**src/rtl/lpddr_host_defines.svh**
```systemverilog
// Named constants of the low-power DDR host controller.
// Assumes a 10 MHz system clock; included by bare name.
`ifndef LPDDR_HOST_DEFINES_SVH
`define LPDDR_HOST_DEFINES_SVH
// Clock period and documented times
`define CLK_NS          100
`define T_INIT_NS       200000
`define T_REFI_NS       7800
`define INIT_CYC        ((`T_INIT_NS + `CLK_NS - 1) / `CLK_NS)
`define REFI_CYC        (`T_REFI_NS / `CLK_NS)
`define REF_LEAD_CYC    64
// Ticks of idle link clock after a command
`define GAP_TICKS       2'h1
`define SREF_EXIT_TICKS 2'h3
`define XFER_PAD        6'h04
// Link clock phases, four system cycles per period
`define PH_CMD          2'h1
`define PH_CMD_SEEN     2'h2
// Write beat timing, in system cycles after the command edge
`define WR_OE_START     6'h04
`define WR_DATA_START   6'h05
// Command codes {cs_n, ras_n, cas_n, we_n}
`define CMD_NOP         4'h7
`define CMD_ACT         4'h3
`define CMD_READ        4'h5
`define CMD_WRITE       4'h4
`define CMD_PRE         4'h2
`define CMD_REF         4'h1
`define CMD_MRS         4'h0
// Mode register selection and address fields
`define BA_BASE_MODE    2'h0
`define BA_EXT_MODE     2'h2
`define AP_BIT          10
`define AP_MASK         13'h0400
`define MR_BL_LSB       0
`define MR_CL_LSB       4
// Software register offsets
`define REG_CTRL        6'h00
`define REG_ADDR        6'h04
`define REG_MODE        6'h08
`define REG_WDATA       6'h0c
`define REG_RDATA       6'h10
`define REG_STATUS      6'h14
`define REG_EMODE       6'h18
// Register field positions
`define CTRL_AP_BIT     3
`define WD_MASK_LSB     16
// Reset values
`define MODE_RESET      7'h33
`define EMODE_RESET     13'h0000
`endif

```
**src/rtl/lpddr_host_pkg.sv**
```systemverilog
// Types shared by the host controller files.
// Assumes nothing beyond a SystemVerilog compiler.
package lpddr_host_pkg;
  // Software operation codes, in order 0..6
  typedef enum logic [2:0] {
    OP_NONE, OP_READ, OP_WRITE, OP_PDOWN, OP_SREF, OP_WAKE, OP_MODE
  } host_op_e;
  // Command sequencer states
  typedef enum logic [3:0] {
    ST_INIT_WAIT, ST_PRE_ALL, ST_REF, ST_REF2, ST_MRS, ST_EMRS, ST_IDLE,
    ST_PRE_ONE, ST_ACT, ST_RW, ST_XFER, ST_PDOWN, ST_SREF
  } host_state_e;
endpackage

```
**src/rtl/rd_cap_if.sv**
```systemverilog
// Signals between the controller and its read capture lanes.
// Assumes both ends run on the system clock.
`timescale 1ns/1ns
interface rd_cap_if;
  logic [1:0]  strobe;
  logic [15:0] data;
  logic        arm;
  logic [15:0] word;
  logic        valid;
  modport capt (input strobe, input data, input arm, output word, output valid);
  modport host (output strobe, output data, output arm, input word, input valid);
endinterface

```
**src/rtl/sync2.sv**
```systemverilog
// Two-flop synchroniser for pin inputs.
// Assumes the inputs are asynchronous to i_clk.
`timescale 1ns/1ns
module sync2 #(
  parameter int W = 18
) (
  // Clock and reset
  input  wire logic         i_clk,
  input  wire logic         i_resetn,
  // Raw and synchronised levels
  input  wire logic [W-1:0] i_d,
  output logic [W-1:0]      o_q
);
  logic [W-1:0] meta;
  // First stage feeds only the second
  always_ff @(posedge i_clk) begin
    if (!i_resetn) begin
      meta <= '0;
      o_q  <= '0;
    end else begin
      meta <= i_d;
      o_q  <= meta;
    end
  end
endmodule // sync2

```
**src/rtl/ddr_rd_capture.sv**
```systemverilog
// Read capture: takes one byte per lane on each strobe edge.
// Assumes strobe and data arrive through the same synchroniser.
`timescale 1ns/1ns
module ddr_rd_capture (
  // Clock and reset
  input  wire logic i_clk,
  input  wire logic i_resetn,
  // Synchronised lanes and captured words
  rd_cap_if.capt    cap
);
  logic [1:0] prev;
  logic [1:0] got;
  logic       valid;
  logic [7:0] lane_byte [2];
  // Edge finding and word completion
  wire [1:0] stb_edge = {2{cap.arm}} & (cap.strobe ^ prev);
  wire [1:0] next_got = got | stb_edge;
  wire       all_got  = &next_got;
  assign cap.valid = valid;
  assign cap.word  = {lane_byte[1], lane_byte[0]};
  // Lane flags and word strobe
  always_ff @(posedge i_clk) begin
    if (!i_resetn) begin
      prev  <= 2'h0;
      got   <= 2'h0;
      valid <= 1'b0;
    end else begin
      prev  <= cap.strobe;
      got   <= (!cap.arm || all_got) ? 2'h0 : next_got;
      valid <= cap.arm && all_got;
    end
  end
  // Each strobe times its own byte lane
  for (genvar g = 0; g < 2; g++) begin : g_lane
    always_ff @(posedge i_clk) begin
      if (stb_edge[g]) begin
        lane_byte[g] <= cap.data[8*g +: 8];
      end
    end
  end
endmodule // ddr_rd_capture

```
**src/rtl/lpddr_host_ctrl.sv**
```systemverilog
// Host controller for a quad-bank low-power DDR memory, x16 data.
// Assumes a 10 MHz clock; memory clock is i_clk divided by four.
//
// Chosen here: strobed register access and the register addresses.
`include "lpddr_host_defines.svh"
`timescale 1ns/1ns
module lpddr_host_ctrl #(
  parameter int INIT_CYC = `INIT_CYC,
  parameter int REFI_CYC = `REFI_CYC
) (
  // Clock and reset
  input  wire logic        i_clk,
  input  wire logic        i_resetn,
  // Register port
  input  wire logic [5:0]  i_addr,
  input  wire logic [31:0] i_wdata,
  input  wire logic        i_wr,
  input  wire logic        i_rd,
  output logic [31:0]      o_rdata,
  // Memory clock and command pins
  output logic             o_ck_p,
  output logic             o_ck_n,
  output logic             o_cke,
  output logic             o_cs_n,
  output logic             o_ras_n,
  output logic             o_cas_n,
  output logic             o_we_n,
  output logic [1:0]       o_bank_select,
  output logic [12:0]      o_addr,
  // Write masks
  output logic             o_lower_byte_mask,
  output logic             o_upper_byte_mask,
  // Data bus
  input  wire logic [15:0] i_data_bus,
  output logic [15:0]      o_data_bus,
  output logic             o_data_bus_oe,
  // Byte strobes
  input  wire logic        i_lower_byte_strobe,
  output logic             o_lower_byte_strobe,
  output logic             o_lower_byte_strobe_oe,
  input  wire logic        i_upper_byte_strobe,
  output logic             o_upper_byte_strobe,
  output logic             o_upper_byte_strobe_oe
);
  localparam logic [11:0] INIT_LAST  = 12'(INIT_CYC);
  localparam logic [7:0]  REF_DUE_AT = 8'(REFI_CYC - `REF_LEAD_CYC);
  localparam logic [7:0]  REF_LIMIT  = 8'(2 * REFI_CYC);

  lpddr_host_pkg::host_state_e state, next_state;
  lpddr_host_pkg::host_op_e    req_op;
  logic [1:0]  ph, gap, next_gap, ba, next_ba, req_bank;
  logic [3:0]  cmd, next_cmd, bank_open, wptr, rptr;
  logic [12:0] a, next_a, req_row, emode;
  logic [12:0] open_row [4];
  logic [8:0]  req_col;
  logic [6:0]  mode;
  logic [23:0] addr_reg;
  logic [11:0] init_cnt;
  logic [7:0]  ref_age;
  logic [5:0]  xfer_cnt, wcyc;
  logic [4:0]  rcnt;
  logic [17:0] wbuf [16];
  logic [15:0] rbuf [16];
  logic [17:0] rd_sync;
  logic [15:0] dq;
  logic [1:0]  dm;
  logic        cke, next_cke, init_done, next_init_done, req_pend, req_ap, ck;
  logic        req_done, ref_issue, pre_all, pre_one, act_issue, rw_issue;
  logic        wr_on, dqs, wr_oe;

  // Link clock phase and command tick
  wire [1:0] next_ph = 2'(ph + 2'h1);
  wire       tick    = (ph == `PH_CMD);
  always_ff @(posedge i_clk) begin
    if (!i_resetn) begin
      ph <= 2'h0;
      ck <= 1'b0;
    end else begin
      ph <= next_ph;
      ck <= ~next_ph[1];
    end
  end

  // Pin inputs pass two flops before any logic
  sync2 #(.W(18)) u_sync (
    .i_clk    (i_clk),
    .i_resetn (i_resetn),
    .i_d      ({i_upper_byte_strobe, i_lower_byte_strobe, i_data_bus}),
    .o_q      (rd_sync)
  );
  rd_cap_if cap ();
  assign cap.strobe = rd_sync[17:16];
  assign cap.data   = rd_sync[15:0];
  assign cap.arm    = (state == lpddr_host_pkg::ST_XFER) && (req_op == lpddr_host_pkg::OP_READ);
  ddr_rd_capture u_cap (
    .i_clk    (i_clk),
    .i_resetn (i_resetn),
    .cap      (cap.capt)
  );

  // Register decode and derived burst figures
  wire        wr_ctrl  = i_wr && (i_addr == `REG_CTRL);
  wire        wr_wdata = i_wr && (i_addr == `REG_WDATA);
  wire        rd_rdata = i_rd && (i_addr == `REG_RDATA);
  wire        take_req = wr_ctrl && (!req_pend || req_done);
  wire [4:0]  nbeats   = 5'h01 << mode[`MR_BL_LSB +: 3];
  wire [5:0]  half_bl  = 6'(nbeats >> 1);
  wire [5:0]  cl_ticks = 6'(mode[`MR_CL_LSB +: 3]);
  wire        row_hit  = bank_open[req_bank] && (open_row[req_bank] == req_row);
  wire        any_open = |bank_open;
  wire        ref_due  = init_done && (ref_age >= REF_DUE_AT);
  wire        is_write = (req_op == lpddr_host_pkg::OP_WRITE);
  wire [31:0] status   = {19'h0, rcnt, bank_open, state == lpddr_host_pkg::ST_SREF,
                          state == lpddr_host_pkg::ST_PDOWN, init_done,
                          state != lpddr_host_pkg::ST_IDLE};
  wire [31:0] rd_mux   = (i_addr == `REG_ADDR)   ? {8'h0, addr_reg} :
                         (i_addr == `REG_MODE)   ? {25'h0, mode} :
                         (i_addr == `REG_EMODE)  ? {19'h0, emode} :
                         (i_addr == `REG_RDATA)  ? {16'h0, rbuf[rptr]} :
                         (i_addr == `REG_STATUS) ? status : 32'h0;

  // Software registers and request latch; a new request beats the clear
  always_ff @(posedge i_clk) begin
    if (!i_resetn) begin
      addr_reg <= 24'h0;
      mode     <= `MODE_RESET;
      emode    <= `EMODE_RESET;
      req_pend <= 1'b0;
      req_op   <= lpddr_host_pkg::OP_NONE;
      req_ap   <= 1'b0;
      o_rdata  <= 32'h0;
    end else begin
      o_rdata <= i_rd ? rd_mux : 32'h0;
      if (i_wr && i_addr == `REG_ADDR) addr_reg <= i_wdata[23:0];
      if (i_wr && i_addr == `REG_MODE) mode <= i_wdata[6:0];
      if (i_wr && i_addr == `REG_EMODE) emode <= i_wdata[12:0];
      if (take_req) begin
        req_pend <= 1'b1;
        req_op   <= lpddr_host_pkg::host_op_e'(i_wdata[2:0]);
        req_ap   <= i_wdata[`CTRL_AP_BIT];
        {req_bank, req_row, req_col} <= addr_reg;
      end else if (req_done) begin
        req_pend <= 1'b0;
      end
    end
  end

  // Power-up wait and refresh age
  always_ff @(posedge i_clk) begin
    if (!i_resetn) begin
      init_cnt <= 12'h0;
      ref_age  <= 8'h0;
    end else begin
      if (init_cnt != INIT_LAST) init_cnt <= 12'(init_cnt + 12'h1);
      if (ref_issue || !init_done || state == lpddr_host_pkg::ST_SREF) ref_age <= 8'h0;
      else if (ref_age != 8'hff) ref_age <= 8'(ref_age + 8'h1);
    end
  end

  // Command sequencer, acting once per link clock
  always_comb begin
    next_state = state;
    next_cmd = cmd;
    next_ba = ba;
    next_a = a;
    next_cke = cke;
    next_gap = gap;
    next_init_done = init_done;
    {req_done, ref_issue, pre_all, pre_one, act_issue, rw_issue} = 6'h0;
    if (tick) begin
      next_cmd = `CMD_NOP;
      if (gap != 2'h0) begin
        next_gap = 2'(gap - 2'h1);
      end else begin
        unique case (state)
          lpddr_host_pkg::ST_INIT_WAIT: begin
            if (init_cnt == INIT_LAST) next_state = lpddr_host_pkg::ST_PRE_ALL;
          end
          lpddr_host_pkg::ST_PRE_ALL: begin
            {next_cmd, next_a, next_gap, pre_all} = {`CMD_PRE, `AP_MASK, `GAP_TICKS, 1'b1};
            next_state = lpddr_host_pkg::ST_REF;
          end
          lpddr_host_pkg::ST_REF, lpddr_host_pkg::ST_REF2: begin
            {next_cmd, next_gap, ref_issue} = {`CMD_REF, `GAP_TICKS, 1'b1};
            next_state = (state == lpddr_host_pkg::ST_REF2) ? lpddr_host_pkg::ST_MRS :
                         init_done ? lpddr_host_pkg::ST_IDLE : lpddr_host_pkg::ST_REF2;
          end
          lpddr_host_pkg::ST_MRS: begin
            {next_cmd, next_ba, next_gap} = {`CMD_MRS, `BA_BASE_MODE, `GAP_TICKS};
            next_a = {6'h0, mode};
            next_state = lpddr_host_pkg::ST_EMRS;
          end
          lpddr_host_pkg::ST_EMRS: begin
            {next_cmd, next_ba, next_a, next_gap} = {`CMD_MRS, `BA_EXT_MODE, emode, `GAP_TICKS};
            next_init_done = 1'b1;
            req_done = req_pend && (req_op == lpddr_host_pkg::OP_MODE);
            next_state = lpddr_host_pkg::ST_IDLE;
          end
          lpddr_host_pkg::ST_IDLE: begin
            if (ref_due) begin
              next_state = any_open ? lpddr_host_pkg::ST_PRE_ALL : lpddr_host_pkg::ST_REF;
            end else if (req_pend) begin
              unique case (req_op)
                lpddr_host_pkg::OP_READ, lpddr_host_pkg::OP_WRITE:
                  next_state = row_hit ? lpddr_host_pkg::ST_RW :
                               bank_open[req_bank] ? lpddr_host_pkg::ST_PRE_ONE :
                               lpddr_host_pkg::ST_ACT;
                lpddr_host_pkg::OP_PDOWN: begin
                  {next_cke, req_done} = 2'b01;
                  next_state = lpddr_host_pkg::ST_PDOWN;
                end
                lpddr_host_pkg::OP_SREF: begin
                  if (any_open) next_state = lpddr_host_pkg::ST_PRE_ALL;
                  else begin
                    {next_cmd, next_cke, ref_issue, req_done} = {`CMD_REF, 3'b011};
                    next_state = lpddr_host_pkg::ST_SREF;
                  end
                end
                lpddr_host_pkg::OP_MODE:
                  next_state = any_open ? lpddr_host_pkg::ST_PRE_ALL : lpddr_host_pkg::ST_MRS;
                default: req_done = 1'b1;
              endcase
            end
          end
          lpddr_host_pkg::ST_PRE_ONE: begin
            {next_cmd, next_ba, next_a, next_gap} = {`CMD_PRE, req_bank, 13'h0, `GAP_TICKS};
            pre_one = 1'b1;
            next_state = lpddr_host_pkg::ST_ACT;
          end
          lpddr_host_pkg::ST_ACT: begin
            {next_cmd, next_ba, next_gap, act_issue} = {`CMD_ACT, req_bank, `GAP_TICKS, 1'b1};
            next_a = req_row;
            next_state = lpddr_host_pkg::ST_RW;
          end
          lpddr_host_pkg::ST_RW: begin
            next_cmd = is_write ? `CMD_WRITE : `CMD_READ;
            next_ba = req_bank;
            next_a = {2'h0, req_ap, 1'b0, req_col};
            rw_issue = 1'b1;
            next_state = lpddr_host_pkg::ST_XFER;
          end
          lpddr_host_pkg::ST_XFER: begin
            if (xfer_cnt == 6'h0) begin
              req_done = 1'b1;
              next_state = lpddr_host_pkg::ST_IDLE;
            end
          end
          lpddr_host_pkg::ST_PDOWN, lpddr_host_pkg::ST_SREF: begin
            if (req_pend || (ref_due && state == lpddr_host_pkg::ST_PDOWN)) begin
              next_cke = 1'b1;
              if (state == lpddr_host_pkg::ST_SREF) next_gap = `SREF_EXIT_TICKS;
              next_state = lpddr_host_pkg::ST_IDLE;
            end
          end
        endcase
      end
    end
  end

  // Sequencer and command pin registers
  always_ff @(posedge i_clk) begin
    if (!i_resetn) begin
      state     <= lpddr_host_pkg::ST_INIT_WAIT;
      {cmd, ba, a, cke, gap, init_done} <= {`CMD_NOP, 2'h0, 13'h0, 1'b1, 2'h0, 1'b0};
    end else begin
      state     <= next_state;
      {cmd, ba, a, cke, gap, init_done} <= {next_cmd, next_ba, next_a, next_cke, next_gap,
                                            next_init_done};
    end
  end

  // Open-row bookkeeping per bank
  always_ff @(posedge i_clk) begin
    if (!i_resetn) begin
      bank_open <= 4'h0;
    end else if (pre_all) begin
      bank_open <= 4'h0;
    end else if (pre_one || (rw_issue && req_ap)) begin
      bank_open[req_bank] <= 1'b0;
    end else if (act_issue) begin
      bank_open[req_bank] <= 1'b1;
      open_row[req_bank]  <= req_row;
    end
  end

  // Transfer budget in link clocks
  always_ff @(posedge i_clk) begin
    if (!i_resetn) xfer_cnt <= 6'h0;
    else if (rw_issue) xfer_cnt <= 6'(half_bl + `XFER_PAD + (is_write ? 6'h0 : cl_ticks));
    else if (tick && state == lpddr_host_pkg::ST_XFER && xfer_cnt != 6'h0)
      xfer_cnt <= 6'(xfer_cnt - 6'h1);
  end

  // Write beat timing: two words per link clock, strobe mid-word
  wire [5:0] wr_end  = 6'(`WR_DATA_START + {nbeats, 1'b0});
  wire [5:0] m       = 6'(wcyc - `WR_DATA_START);
  wire       in_data = wr_on && (wcyc >= `WR_DATA_START) && (m < {nbeats, 1'b0});
  wire       in_oe   = wr_on && (wcyc >= `WR_OE_START) && (wcyc <= wr_end);
  wire [17:0] beat   = wbuf[m[4:1]];
  always_ff @(posedge i_clk) begin
    if (!i_resetn) begin
      {wr_on, wcyc, dq, dm, dqs, wr_oe} <= {1'b0, 6'h0, 16'h0, 2'h0, 1'b0, 1'b0};
    end else begin
      if (rw_issue && is_write) {wr_on, wcyc} <= {1'b1, 6'h0};
      else if (wr_on) {wr_on, wcyc} <= {wcyc != wr_end, 6'(wcyc + 6'h1)};
      dq    <= in_data ? beat[15:0] : 16'h0;
      dm    <= in_data ? beat[`WD_MASK_LSB +: 2] : 2'h0;
      dqs   <= in_data && (m[1] ^ m[0]);
      wr_oe <= in_oe;
    end
  end

  // Write buffer filled by software, read buffer by captured words
  always_ff @(posedge i_clk) begin
    if (!i_resetn) begin
      {wptr, rptr, rcnt} <= {4'h0, 4'h0, 5'h0};
    end else begin
      if (wr_wdata) wptr <= 4'(wptr + 4'h1);
      else if (req_done && state == lpddr_host_pkg::ST_XFER && is_write) wptr <= 4'h0;
      if (rw_issue && !is_write) {rptr, rcnt} <= {4'h0, 5'h0};
      else begin
        if (rd_rdata) rptr <= 4'(rptr + 4'h1);
        if (cap.valid && rcnt != 5'h10) rcnt <= 5'(rcnt + 5'h1);
      end
    end
  end
  always_ff @(posedge i_clk) begin
    if (wr_wdata) wbuf[wptr] <= i_wdata[17:0];
    if (cap.valid && rcnt != 5'h10) rbuf[rcnt[3:0]] <= cap.word;
  end

  // Pin outputs from flops
  assign {o_cs_n, o_ras_n, o_cas_n, o_we_n} = cmd;
  assign {o_ck_p, o_ck_n, o_cke}            = {ck, ~ck, cke};
  assign {o_bank_select, o_addr}            = {ba, a};
  assign {o_upper_byte_mask, o_lower_byte_mask} = dm;
  assign {o_data_bus, o_data_bus_oe}        = {dq, wr_oe};
  assign {o_lower_byte_strobe, o_upper_byte_strobe}       = {dqs, dqs};
  assign {o_lower_byte_strobe_oe, o_upper_byte_strobe_oe} = {wr_oe, wr_oe};
endmodule // lpddr_host_ctrl

```
**config.mk**
```make
export PLATFORM = sky130hd
export DESIGN_NAME = lpddr_host_ctrl
export DESIGN_NICKNAME = d
export VERILOG_FILES = /design/src/rtl/lpddr_host_pkg.sv /design/src/rtl/rd_cap_if.sv /design/src/rtl/sync2.sv /design/src/rtl/ddr_rd_capture.sv /design/src/rtl/lpddr_host_ctrl.sv
export VERILOG_INCLUDE_DIRS = /design/src /design/src/rtl
export SDC_FILE = /design/constraint.sdc
export NUM_CORES = 1
export LEC_CHECK = 0
export BUFFER_PORTS_ARGS = -buffer_cell sky130_fd_sc_hd__buf_4
export CELL_PAD_IN_SITES_DETAIL_PLACEMENT = 1
export CELL_PAD_IN_SITES_GLOBAL_PLACEMENT = 2
export CORE_UTILIZATION = 49
export DETAILED_ROUTE_END_ITERATION = 7
export PLACE_DENSITY_LB_ADDON = 0.05
export SYNTH_ARGS = -nofsm -noshare
export SYNTH_HDL_FRONTEND = slang
export SYNTH_SLANG_ARGS = --single-unit
```
**constraint.sdc**
```tcl
create_clock -name i_clk -period 5.1 [get_ports i_clk]
set_input_delay 0.51 -clock i_clk [delete_from_list [all_inputs] [get_ports i_clk]]
set_output_delay 0.51 -clock i_clk [all_outputs]
set_load 0.005 [all_outputs]
```
==> flow_summary.ini <==
[outcome]
outcome = complete, no violations

[synth]
yosysMostFrequentCell = edfxtp_1
synth_edf_count = 636
yosys-top-cells-area = edfxtp_1 57%, dfxtp_1 13%, mux4_2 8.7%, nand2_1 2.2%, mux2i_1 1.7%
async_reset_ff_share_pct = 0
synth_flop_cell = edfxtp_1
avgSynthCellArea_sq_um = 15.66
yosys.area.top_type = edfxtp_1
syn_area_sq_um = 33510
syn_inst = 2139
synth_top_area_share_pct = 57.00
synth_cell_type_count = 81
yosys_warnings = 0
yosys-top-cells-count = 636 x edfxtp_1, 219 x dfxtp_1, 192 x nand2_1
ys_ff_latch = 855
yosysSeqAreaShare_pct = 70.08

[floorplan]
design.core.area_sq_um = 67400
die_x_um = 263.5
die_h_um = 263.5
start_util_pct = 49.72
dieArea_sq_um = 69430
row_count = 95
io-pin-count = 137

[drt]
dr.pass1.iters = 5
drt-total-wl_mm = 85.30
vias_per_cell = 5.902
vias = 19141
ant_nets = 0
drt_iter0_drc = 1490
wl_per_cell_um = 26.30
drc = 0

[finish]
area_delta_synth_final_pct = 14.90
largest-register = wbuf
largest_reg_flops = 288
nets = 2388
fillers = 6186
final_layout_size_suffix_gt1_share_pct = 20.98

[clock_tree]
cts_resized = 0
hold_buffers = 0
cts_sinks = 855
cts_buffers = 90
clock_latency_ns = 0.65
post_cts_buffers = 0
root_buffer = clkbuf_16
clk_pin_slew_ns = 0.06
cts_buffer_depth = 3
cts_tree = yes
htree_levels = 3

[global_routing]
antenna_found_initial = 2
track_usage_pct = 24.89
grt_max_degree = 74
grt_pass1_vias = 20160
grt_overflow = 0
grt_pass1_wl_mm = 128.5

[timing]
hold_viol_final = 0
skew_ns = 0.02861
finalCritPeriodShare_pct = 85.64
fin_crit_ns = 4.368
slew_viol_final = 0
worst_pin_slew_ns = 1.292
fmax_mhz = 229.0
grt_setup_unrepaired = false
setup-violations-final = 0
hold_ws_ns = 0.07257
maxSlewHeadroom_pct = 13.39
setup_tns_ns = 0

[setup_path]
critical_path_class = register to register
crit_arrival_ns = 4.90
start_kind = register
cp-end-kind = register
crit_slowest_cell = nand2b_1
max_stage_delay_ns = 0.65
crit_path_cell_trace = inv_1 > ha_1 > nor2b_1 > nor3_1 > nor2_2 > buf_4 > inv_1 > ha_1 > a2111oi_0 > o21ai_1 > nand2b_1 > o22ai_1
path_max_fanout = 19
cp.required_ns = 5.63

[power]
clock_power_share_pct = 46.6
leakage_nw = 12.84
power_frac_comb_pct = 1.2
swShare_pct = 20.25
ir_worst_vdd_v = 0.0003152
p_total_mw = 14.26
switchingPower_mw = 2.889
power_per_cell_area_nw_per_um2 = 370.5
pwr-share-seq_pct = 52.2
p_int_mw = 11.38

[hold_path]
hold_class = input pin to register

[place]
gp_congestion = 0.8154
io_buffer_count = 119
dp_hpwl_mm = 54.25

[job]
maxCapViolations = 0
final cells by class:
cell class | instances | area, sq um | area share, %
antenna | 1 | 2.502 | 0.006500
clock buffer | 125 | 2474 | 6.426
clock inverter | 45 | 550.5 | 1.430
inverter | 32 | 122.6 | 0.3185
multi-input combinational | 1135 | 9438 | 24.52
sequential | 855 | 23490 | 61.01
tap | 873 | 1092 | 2.837
timing repair buffer | 177 | 1329 | 3.452
power groups by stage:
stage | clock (mW) | sequential (mW) | combinational [mW]
detailed placement | 0 | 7.59 | 0.176
global route | 7.01 | 7.44 | 0.188
finish | 6.65 | 7.44 | 0.174
CTS | 6.77 | 7.44 | 0.177
global placement | 0 | 7.59 | 0.168
floorplan | 0 | 7.59 | 0.0702
per-layer routing:
metal | vias up | global-route usage (%) | share of wire, %
met2 | 489 | 41.95 | 50
met4 | 0 | 6.654 | 2.1
met3 | 121 | 3.049 | 4.5
met5 | - | 0 | 0
met1 | 10014 | 34.28 | 43
li1 | 8517 | - | -
per-stage QoR:
step	setup slack, ns	utilization (%)	instance area, sq um	instances
after global placement	0.8962	52.63	35470	3072
after global routing	0.4016	57.12	38490	3242
after CTS	0.7676	57.12	38490	3242
after detailed placement	0.8009	52.63	35470	3072
after floorplan	1.820	-	33540	2147
final	0.7323	57.12	38500	3243
logic make-up after synthesis:
group	after synthesis	synth area share, %
flip-flops	855	70.08
AND/OR/NAND/NOR	544	7.898
AO/OA/AOI/OAI	289	5.631
multiplexers	205	11.54
buffers and inverters	157	2.102
XOR/XNOR	51	1.333
adder cells (fa/ha/maj)	37	1.404
other	1	0.01119
placed cells by master (no fill, tap or decap), types with 29 or more instances in the layout:
cell type / synthesis / routed
edfxtp_1: 636 / 636
dfxtp_1: 219 / 216
nand2_1: 192 / 192
buf_4: 13 / 177
mux4_2: 130 / 130
nor2_1: 123 / 110
clkbuf_16: 0 / 90
a21oi_1: 89 / 89
and2_1: 58 / 58
mux2i_1: 58 / 58
ha_1: 36 / 36
nand3_1: 31 / 31
xnor2_1: 31 / 30
inv_1: 30 / 29
critical path, delay by kind of cell, from the launching register on:
kind,cells,cell delay (ns)
buf+inv,3,0.97
flops,1,0.51
compound gates,3,1.08
simple gates,4,1.10
fa+ha+maj,2,0.59
path summary, 6_finish.rpt:
path / start / endpoint / slack [ns] / cells past startpoint
hold reg to reg: u_sync.o_q[4]$_SDFF_PN0_ / u_cap.lane_byte[0][4]$_DFFE_PP_ / 0.40 / 0
setup reg to reg: wcyc[0]$_SDFFE_PP0P_ / o_data_bus[8]$_SDFF_PN0_ / 0.73 / 12
setup / recovery: wcyc[0]$_SDFFE_PP0P_ / o_data_bus[8]$_SDFF_PN0_ / 0.73 / 12
hold / removal: i_data_bus[13] / u_sync.meta[13]$_SDFF_PN0_ / 0.07 / 2
(Power assumes the default switching activity.)
